<file path="src/shared/cisp_consts.vh">
// Functional notes
// - Idle select write gates CPU clock only after the writing instruction completes.
// - Idle keeps all contents and keeps timer, interrupt and peripheral clocks running.
// - Idle ends on any enabled interrupt request or the external reset pin.
// - Interrupt wake clears idle select, restarts CPU clock, services the interrupt.
// - After interrupt return, execution continues after the idle-requesting instruction.
// - Reset ending idle runs the normal reset sequence, fetching from address zero.
// - Enabled watchdog keeps counting in idle and resets to end it.
// - Stop select write halts CPU and oscillators after the instruction completes.
// - Stop ends only by reset, then reset sequence fetching from address zero.
// - In stop only the enabled missing clock detector runs and may reset.
// - Idle and stop select bits read zero; power control resets to zero.
`ifndef CISP_CONSTS_VH
`define CISP_CONSTS_VH

`define CISP_PWR_CTL_ADDR     8'h87
`define CISP_PWR_CTL_RESET    8'h00
`define CISP_IDLE_BIT         0
`define CISP_STOP_BIT         1
`define CISP_RESET_VECTOR     17'h0_0000
`define CISP_CLK_MHZ          20
`define CISP_CLKMON_TIMEOUT_US 100
`define CISP_CLKMON_CYCLES    (`CISP_CLKMON_TIMEOUT_US * `CISP_CLK_MHZ)
`define CISP_WDOG_CYCLES      1024
`define CISP_RST_SEQ_CYCLES   3'h4

`endif

</file>
<file path="src/verilog/cisp_wdog.v">
`timescale 1ns/1ps
`default_nettype none
`include "cisp_consts.vh"

module cisp_wdog (
  input  wire       i_clock,
  input  wire       i_rst_n,
  input  wire       i_enable,
  input  wire       i_run,
  input  wire       i_kick,
  input  wire       i_clear,
  output reg        o_expire
);

  localparam integer LAST_I = `CISP_WDOG_CYCLES - 1;
  localparam [15:0]  LAST   = LAST_I[15:0];

  reg [15:0] cnt_reg;

  // Keeps counting whenever enabled, not kicked or cleared, and i_run is high, idle included
  always @(posedge i_clock or negedge i_rst_n) begin
    if (!i_rst_n) begin
      cnt_reg  <= 16'h0000;
      o_expire <= 1'b0;
    end else begin
      o_expire <= 1'b0;
      if (i_clear || i_kick || !i_enable) begin
        cnt_reg <= 16'h0000;
      end else if (i_run) begin
        if (cnt_reg == LAST) begin
          cnt_reg  <= 16'h0000;
          o_expire <= 1'b1;
        end else begin
          cnt_reg <= cnt_reg + 16'h0001;
        end
      end
    end
  end

endmodule
`default_nettype wire

</file>
<file path="src/verilog/cisp_mcd.v">
`timescale 1ns/1ps
`default_nettype none
`include "cisp_consts.vh"

module cisp_clkmon (
  input  wire       i_clock,
  input  wire       i_rst_n,
  input  wire       i_enable,
  input  wire       i_osc_run,
  input  wire       i_clear,
  output reg        o_expire
);

  localparam integer LAST_I = `CISP_CLKMON_CYCLES - 1;
  localparam [11:0]  LAST   = LAST_I[11:0];

  reg [11:0] cnt_reg;

  // Times how long the oscillator has been absent; its own timebase
  // is modelled by the system clock input
  always @(posedge i_clock or negedge i_rst_n) begin
    if (!i_rst_n) begin
      cnt_reg  <= 12'h000;
      o_expire <= 1'b0;
    end else begin
      o_expire <= 1'b0;
      if (i_clear || i_osc_run || !i_enable) begin
        cnt_reg <= 12'h000;
      end else if (cnt_reg == LAST) begin
        cnt_reg  <= 12'h000;
        o_expire <= 1'b1;
      end else begin
        cnt_reg <= cnt_reg + 12'h001;
      end
    end
  end

endmodule
`default_nettype wire

</file>
<file path="src/verilog/cisp_power_ctl.v">
`timescale 1ns/1ps
`default_nettype none
`include "cisp_consts.vh"

module cisp_power_ctl (
  input  wire        i_clock,
  input  wire        i_rst_n,
  input  wire        i_rst_pin_n,
  input  wire        i_sfr_wr,
  input  wire        i_sfr_rd,
  input  wire [7:0]  i_sfr_addr,
  input  wire [7:0]  i_sfr_wdata,
  input  wire        i_instr_done,
  input  wire        i_int_pending,
  input  wire        i_irq_return,
  input  wire        i_wdog_enable,
  input  wire        i_wdog_kick,
  input  wire        i_clkmon_enable,
  output reg  [7:0]  o_sfr_rdata,
  output reg         o_sfr_rd_valid,
  output reg         o_cpu_clk_en,
  output reg         o_periph_clk_en,
  output reg         o_osc_en,
  output reg         o_core_rst,
  output reg         o_fetch_restart,
  output reg  [16:0] o_fetch_addr,
  output reg         o_int_wake,
  output reg         o_isr_from_idle,
  output reg         o_idle,
  output reg         o_stop,
  output reg  [2:0]  o_reset_cause
);

  localparam [5:0] ST_RUN       = 6'b00_0001;
  localparam [5:0] ST_IDLE_PEND = 6'b00_0010;
  localparam [5:0] ST_STOP_PEND = 6'b00_0100;
  localparam [5:0] ST_IDLE      = 6'b00_1000;
  localparam [5:0] ST_STOP      = 6'b01_0000;
  localparam [5:0] ST_RESET     = 6'b10_0000;

  localparam [7:0] CTL_RESET = `CISP_PWR_CTL_RESET;

  function is_pwr_ctl;
    input [7:0] addr;
    begin
      is_pwr_ctl = (addr == `CISP_PWR_CTL_ADDR);
    end
  endfunction

  reg  [5:0] state_reg;
  reg  [5:0] state_next;
  reg  [5:0] ctl_hi_reg;
  reg  [5:0] ctl_hi_next;
  reg  [2:0] seq_cnt_reg;
  reg  [2:0] seq_cnt_next;
  reg        wake_next;
  reg        restart_next;
  reg        from_idle_next;
  reg  [2:0] cause_next;

  wire       wdog_expire;
  wire       clkmon_expire;
  wire       pin_rst;
  wire       rst_req;
  wire       ctl_wr;
  wire       wr_idle;
  wire       wr_stop;
  wire       in_stop;
  wire       in_reset;

  assign pin_rst  = ~i_rst_pin_n;
  assign rst_req  = pin_rst | wdog_expire | clkmon_expire;
  assign ctl_wr   = i_sfr_wr & is_pwr_ctl(i_sfr_addr);
  assign wr_idle  = ctl_wr & i_sfr_wdata[`CISP_IDLE_BIT];
  assign wr_stop  = ctl_wr & i_sfr_wdata[`CISP_STOP_BIT];
  assign in_stop  = state_reg[4];
  assign in_reset = state_reg[5];

  // Counting continues in idle; stop holds the count and reset clears it
  cisp_wdog u_wdog (
    .i_clock  (i_clock),
    .i_rst_n  (i_rst_n),
    .i_enable (i_wdog_enable),
    .i_run    (~in_stop),
    .i_kick   (i_wdog_kick & o_cpu_clk_en),
    .i_clear  (in_reset),
    .o_expire (wdog_expire)
  );

  // The only watcher left alive in stop
  cisp_clkmon u_clkmon (
    .i_clock   (i_clock),
    .i_rst_n   (i_rst_n),
    .i_enable  (i_clkmon_enable),
    .i_osc_run (o_osc_en),
    .i_clear   (in_reset),
    .o_expire  (clkmon_expire)
  );

  always @* begin
    state_next     = state_reg;
    ctl_hi_next    = ctl_hi_reg;
    seq_cnt_next   = seq_cnt_reg;
    wake_next      = 1'b0;
    restart_next   = 1'b0;
    from_idle_next = o_isr_from_idle;
    cause_next     = o_reset_cause;
    if (i_irq_return) begin
      from_idle_next = 1'b0;
    end
    if (rst_req) begin
      // Any reset source, from any state, restarts the sequence
      state_next     = ST_RESET;
      seq_cnt_next   = `CISP_RST_SEQ_CYCLES;
      ctl_hi_next    = CTL_RESET[7:2];
      from_idle_next = 1'b0;
      cause_next     = {clkmon_expire, wdog_expire, pin_rst};
    end else begin
      case (state_reg)
        ST_RUN: begin
          if (ctl_wr) begin
            ctl_hi_next = i_sfr_wdata[7:2];
          end
          if (wr_stop) begin
            state_next = ST_STOP_PEND;
          end else if (wr_idle) begin
            state_next = ST_IDLE_PEND;
          end
          if ((wr_stop || wr_idle) && i_instr_done) begin
            state_next = wr_stop ? ST_STOP : ST_IDLE;
          end
        end
        ST_IDLE_PEND: begin
          if (i_instr_done) begin
            state_next = ST_IDLE;
          end
        end
        ST_STOP_PEND: begin
          if (i_instr_done) begin
            state_next = ST_STOP;
          end
        end
        ST_IDLE: begin
          if (i_int_pending) begin
            // Idle select is implicitly cleared by leaving the state
            state_next     = ST_RUN;
            wake_next      = 1'b1;
            from_idle_next = 1'b1;
          end
        end
        ST_STOP: begin
          state_next = ST_STOP;
        end
        ST_RESET: begin
          if (seq_cnt_reg == 3'h0) begin
            state_next   = ST_RUN;
            restart_next = 1'b1;
          end else begin
            seq_cnt_next = seq_cnt_reg - 3'h1;
          end
        end
        default: begin
          state_next   = ST_RESET;
          seq_cnt_next = `CISP_RST_SEQ_CYCLES;
        end
      endcase
    end
  end

  always @(posedge i_clock or negedge i_rst_n) begin
    if (!i_rst_n) begin
      state_reg   <= ST_RESET;
      ctl_hi_reg  <= CTL_RESET[7:2];
      seq_cnt_reg <= `CISP_RST_SEQ_CYCLES;
    end else begin
      state_reg   <= state_next;
      ctl_hi_reg  <= ctl_hi_next;
      seq_cnt_reg <= seq_cnt_next;
    end
  end

  // Clock gating and status outputs follow the next state
  always @(posedge i_clock or negedge i_rst_n) begin
    if (!i_rst_n) begin
      o_cpu_clk_en    <= 1'b1;
      o_periph_clk_en <= 1'b1;
      o_osc_en        <= 1'b1;
      o_core_rst      <= 1'b1;
      o_fetch_restart <= 1'b0;
      o_fetch_addr    <= `CISP_RESET_VECTOR;
      o_int_wake      <= 1'b0;
      o_isr_from_idle <= 1'b0;
      o_idle          <= 1'b0;
      o_stop          <= 1'b0;
      o_reset_cause   <= 3'h0;
    end else begin
      o_cpu_clk_en    <= ~(state_next[3] | state_next[4]);
      o_periph_clk_en <= ~state_next[4];
      o_osc_en        <= ~state_next[4];
      o_core_rst      <= state_next[5];
      o_fetch_restart <= restart_next;
      o_fetch_addr    <= `CISP_RESET_VECTOR;
      o_int_wake      <= wake_next;
      o_isr_from_idle <= from_idle_next;
      o_idle          <= state_next[3];
      o_stop          <= state_next[4];
      o_reset_cause   <= cause_next;
    end
  end

  // Select bits are write-only triggers and always read back as zero
  always @(posedge i_clock or negedge i_rst_n) begin
    if (!i_rst_n) begin
      o_sfr_rdata    <= CTL_RESET;
      o_sfr_rd_valid <= 1'b0;
    end else begin
      o_sfr_rd_valid <= i_sfr_rd & is_pwr_ctl(i_sfr_addr);
      if (i_sfr_rd && is_pwr_ctl(i_sfr_addr)) begin
        o_sfr_rdata <= {ctl_hi_reg, 2'b00};
      end else begin
        o_sfr_rdata <= 8'h00;
      end
    end
  end

endmodule
`default_nettype wire

</file>
<file path="config.mk">
export PLATFORM = sky130hd
export DESIGN_NAME = cisp_power_ctl
export DESIGN_NICKNAME = d
export VERILOG_FILES = /design/src/verilog/cisp_wdog.v /design/src/verilog/cisp_mcd.v /design/src/verilog/cisp_power_ctl.v
export VERILOG_INCLUDE_DIRS = /design/src /design/src/shared
export SDC_FILE = /design/constraint.sdc
export NUM_CORES = 1
export LEC_CHECK = 0
export BUFFER_PORTS_ARGS = -buffer_cell sky130_fd_sc_hd__clkbuf_2
export CAP_MARGIN = 20
export CORE_MARGIN = 2
export CORE_UTILIZATION = 25
export CTS_BUF_LIST = sky130_fd_sc_hd__clkbuf_16
export DETAILED_ROUTE_END_ITERATION = 8
export GPL_ROUTABILITY_DRIVEN = 0
export PLACE_DENSITY = 0.4
export SYNTH_ARGS = -nofsm -noshare
export SYNTH_HDL_FRONTEND = slang
export SYNTH_SLANG_ARGS = --single-unit
</file>
<file path="constraint.sdc">
create_clock -name i_clock -period 1.9 [get_ports i_clock]
set_input_delay 0.095 -clock i_clock [delete_from_list [all_inputs] [get_ports i_clock]]
set_output_delay 0.095 -clock i_clock [all_outputs]
set_load 0.01 [all_outputs]
</file>
==> flow_summary_export.csv <==
group,metric,value,unit
detailed_routing,ant_nets,0,
clocking,cts_made_buffers,9,
power_and_ir_drop,p_per_area,881,nW/um^2
synthesis,synth_edf_count,0,
worst_setup_path,crit_family,"simple AND/OR/NAND/NOR gates",
finish,syn_to_final_growth,25.5,%
finish,final_nets,413,
timing,rsz0062_at_grt,"no",
finish,largest_register_ffs,16,
clocking,worstSkewPairLatency,0.32,ns
floorplanning,io_pins,65,
power_and_ir_drop,peakVddDrop,0.366,mV
floorplanning,die-area,13300,sq um
synthesis,synth_top_area_share,45.2,%
global_route,grt_overflow,0,
synthesis,async_reset_ff_share,100,%
global_route,track_usage,11.0,%
power_and_ir_drop,combPwrFrac,15.3,%
synthesis,ys.flop_type,"dfrtp_1",
min_path,hold_path_class,"primary input to flip-flop",
synthesis,synth-xor-area-share,5.08,%
synthesis,yosys-top-cells-area,"dfrtp_1, buf_4, nor2_1",
clocking,numClockSinks,60,
synthesis,yosysUniqueCellTypes,55,
power_and_ir_drop,leakagePower,0.00183,uW
synthesis,synth_fa_ha_area_share,1.61,%
worst_setup_path,cp-start-kind,"flip-flop",
synthesis,avgSynthCellArea,9.94,sq um
timing,tns,0,ns
global_route,grt_pass1_wl,11.3,mm
timing,hold_viol,0,
detailed_routing,route.detailed.drc,0,
timing,fin_crit,1.77,ns
status,outcome,"complete, no violations",
synthesis,synth_top_family_by_area,"simple AND/OR/NAND/NOR gates",
power_and_ir_drop,power,3430,uW
worst_setup_path,critPathKind,"flip-flop to flip-flop",
worst_setup_path,required,2.13,ns
detailed_routing,avgViaCountPerCell,4.31,
worst_setup_path,reg2reg_depth,7,
worst_setup_path,path_buf_inv,1,
worst_setup_path,path_cells,"ha_1, and2_1, and4_1, a21oi_1, buf_4, nand4_1, mux2i_1",
detailed_routing,first_iter_violations,134,
finish,antenna_cells,0,
global_route,grt_max_degree,61,
clocking,clk_pin_slew,0.05,ns
worst_setup_path,crit_path_max_incr_delay,0.39,ns
worst_setup_path,path_max_fanout,3,
power_and_ir_drop,power_frac_seq,40.3,%
detailed_routing,vias,2391,
timing,tightest_slew,0.550,ns
worst_setup_path,reg2reg_to,"u_wdog.cnt_reg[9]",
min_path,hold_start,"i_sfr_wdata[2]",
min_path,whs_endpoint,"ctl_hi_reg[0]",
synthesis,synthMostInstantiatedCell,"dfrtp_1",
power_and_ir_drop,swShare,25.8,%
detailed_routing,wl_per_cell,12.5,um
synthesis,yosys_register_bits,60,
worst_setup_path,r2r_start,"u_wdog.cnt_reg[0]",
worst_setup_path,arrival,2.01,ns
worst_setup_path,end_kind,"flip-flop",
timing,fmax,0.564,GHz
clocking,clock_path_buffers,2,
floorplanning,die_h,115,um
timing,finClkSkew,0.00831,ns
timing,timing.slew.headroom,63.2,%
run,drv_cap,0,
synthesis,yosysTopAreaCell,"dfrtp_1",
timing,finalSetupViolCount,0,
synthesis,syn_area,3100,sq um
finish,stdcell_count,555,
worst_setup_path,critPathSlowestCell,"dfrtp_1",
synthesis,synth_common_cells,"dfrtp_1, nor2_1, nand2_1, buf_4",
timing,final.period_utilization,93.3,%
finish,final_util,32.3,%
clocking,cts_tree,"built",
synthesis,ys_warn_count,0,
clocking,htreeDepth,3,
synthesis,synth_compound_area_share,9.93,%
worst_setup_path,critPathLaunch,"u_wdog.cnt_reg[0]",
worst_setup_path,rrSetupSlack,0.13,ns
floorplanning,die_w,115,um
detailed_routing,drt-pass1-iter-count,4,
global_route,grt_pass1_vias,2336,
synthesis,syn_inst,312,
finish,layout-drive-gt1-share,25.8,%
timing,drv_slew,0,
power_and_ir_drop,clkPwrFrac,44.4,%
synthesis,yosysSeqAreaShare,48.6,%
synthesis,yosys.area_share.simple,25.9,%
power_and_ir_drop,cellInternalPower,2550,uW
placed_design,dp_hpwl,5.09,mm
placed_design,io_buffer_count,45,
floorplanning,core.rowCount,40,
min_path,hold-path-cell-count,2,
floorplanning,core-area,12100,sq um
power_and_ir_drop,switchingPower,883,uW
placed_design,placed_cells,534,
detailed_routing,drt-total-wl,6.91,mm
floorplanning,start_util,25.7,%
clocking,cts-root-buf,"clkbuf_16",
synthesis,synthMuxAreaShare,1.33,%
global_route,antenna_found_initial,0,
-- worst register-to-register path: stages (launching register included) --
cell and delay, ns:
dfrtp_1 0.39, ha_1 0.21, and2_1 0.16, and4_1 0.25
a21oi_1 0.27, buf_4 0.17, nand4_1 0.09, mux2i_1 0.16
-- worst max path at each step --
| stage | cells after the start | slack (ns) | to |
|---|---|---|---|
| floorplan | 7 | 0.19 | u_wdog.cnt_reg[11] |
| global placement | 5 | 0.17 | state_reg[4] |
| detailed placement | 6 | 0.13 | u_wdog.cnt_reg[0] |
| CTS | 6 | 0.12 | u_wdog.cnt_reg[0] |
| global route | 6 | 0.008 | seq_cnt_reg[0] |
| finish | 7 | 0.13 | u_wdog.cnt_reg[9] |
-- layer usage --
layer	wire length (um)	up-vias	GRT usage, %
met5	0	-	0
met4	140	0	5.30
met3	299	14	2.11
met2	3090	55	17.7
met1	3380	1122	14.0
li1	-	1200	-
-- stage by stage --
step / hold slack (ns) / area, sq um / worst slack, ns
finish: 0.00786 / 3890 / 0.127
global placement: 0.139 / 3560 / 0.168
floorplan: -0.201 / 3170 / 0.192
global route: 0.00478 / 3890 / 0.00761
CTS: 0.0000837 / 3880 / 0.119
detailed placement: 0.140 / 3560 / 0.125
-- kinds of logic after synthesis --
family / after synthesis
mux: 4
xor+xnor: 18
flops: 60
other cells: 1
simple gates: 148
compound gates: 40
buf+inv: 37
fa+ha+maj: 4
-- cells in the final DEF (no fill, tap or decap), types with 10 or more instances in the layout --
cell type  count
conb_1        19
nand3_1       14
inv_1         12
dfrtp_1       56
nor2_1        37
nor3_1        10
nand2_1       29
buf_4         19
clkbuf_2      45
xnor2_1       14
-- timing repair --
item                                    CTS  global route
hold buffers                              4             0
hold endpoints to repair                 59             0
buffers inserted                          0             1
gates resized for setup                   0             2
endpoints found under the setup margin    0             7
-- power groups by stage --
stage	Sequential, uW	Combinational [uW]	Clock [uW]
after floorplan	1390	350	0
after global placement	1400	517	0
after detailed placement	1400	516	0
after CTS	1380	527	1580
after global routing	1390	600	1640
final	1380	525	1520
-- area by class of cell --
| cell class | count | area (sq um) |
|---|---|---|
| fill | 1282 | 8170 |
| timing repair buffer | 69 | 428 |
| inverter | 9 | 33.8 |
| sequential | 60 | 1510 |
| clock buffer | 9 | 225 |
| clock inverter | 7 | 55.1 |
| multi-input combinational | 233 | 1430 |
| tap | 168 | 210 |
No activity file was read; power rests on OpenSTA's default activity.
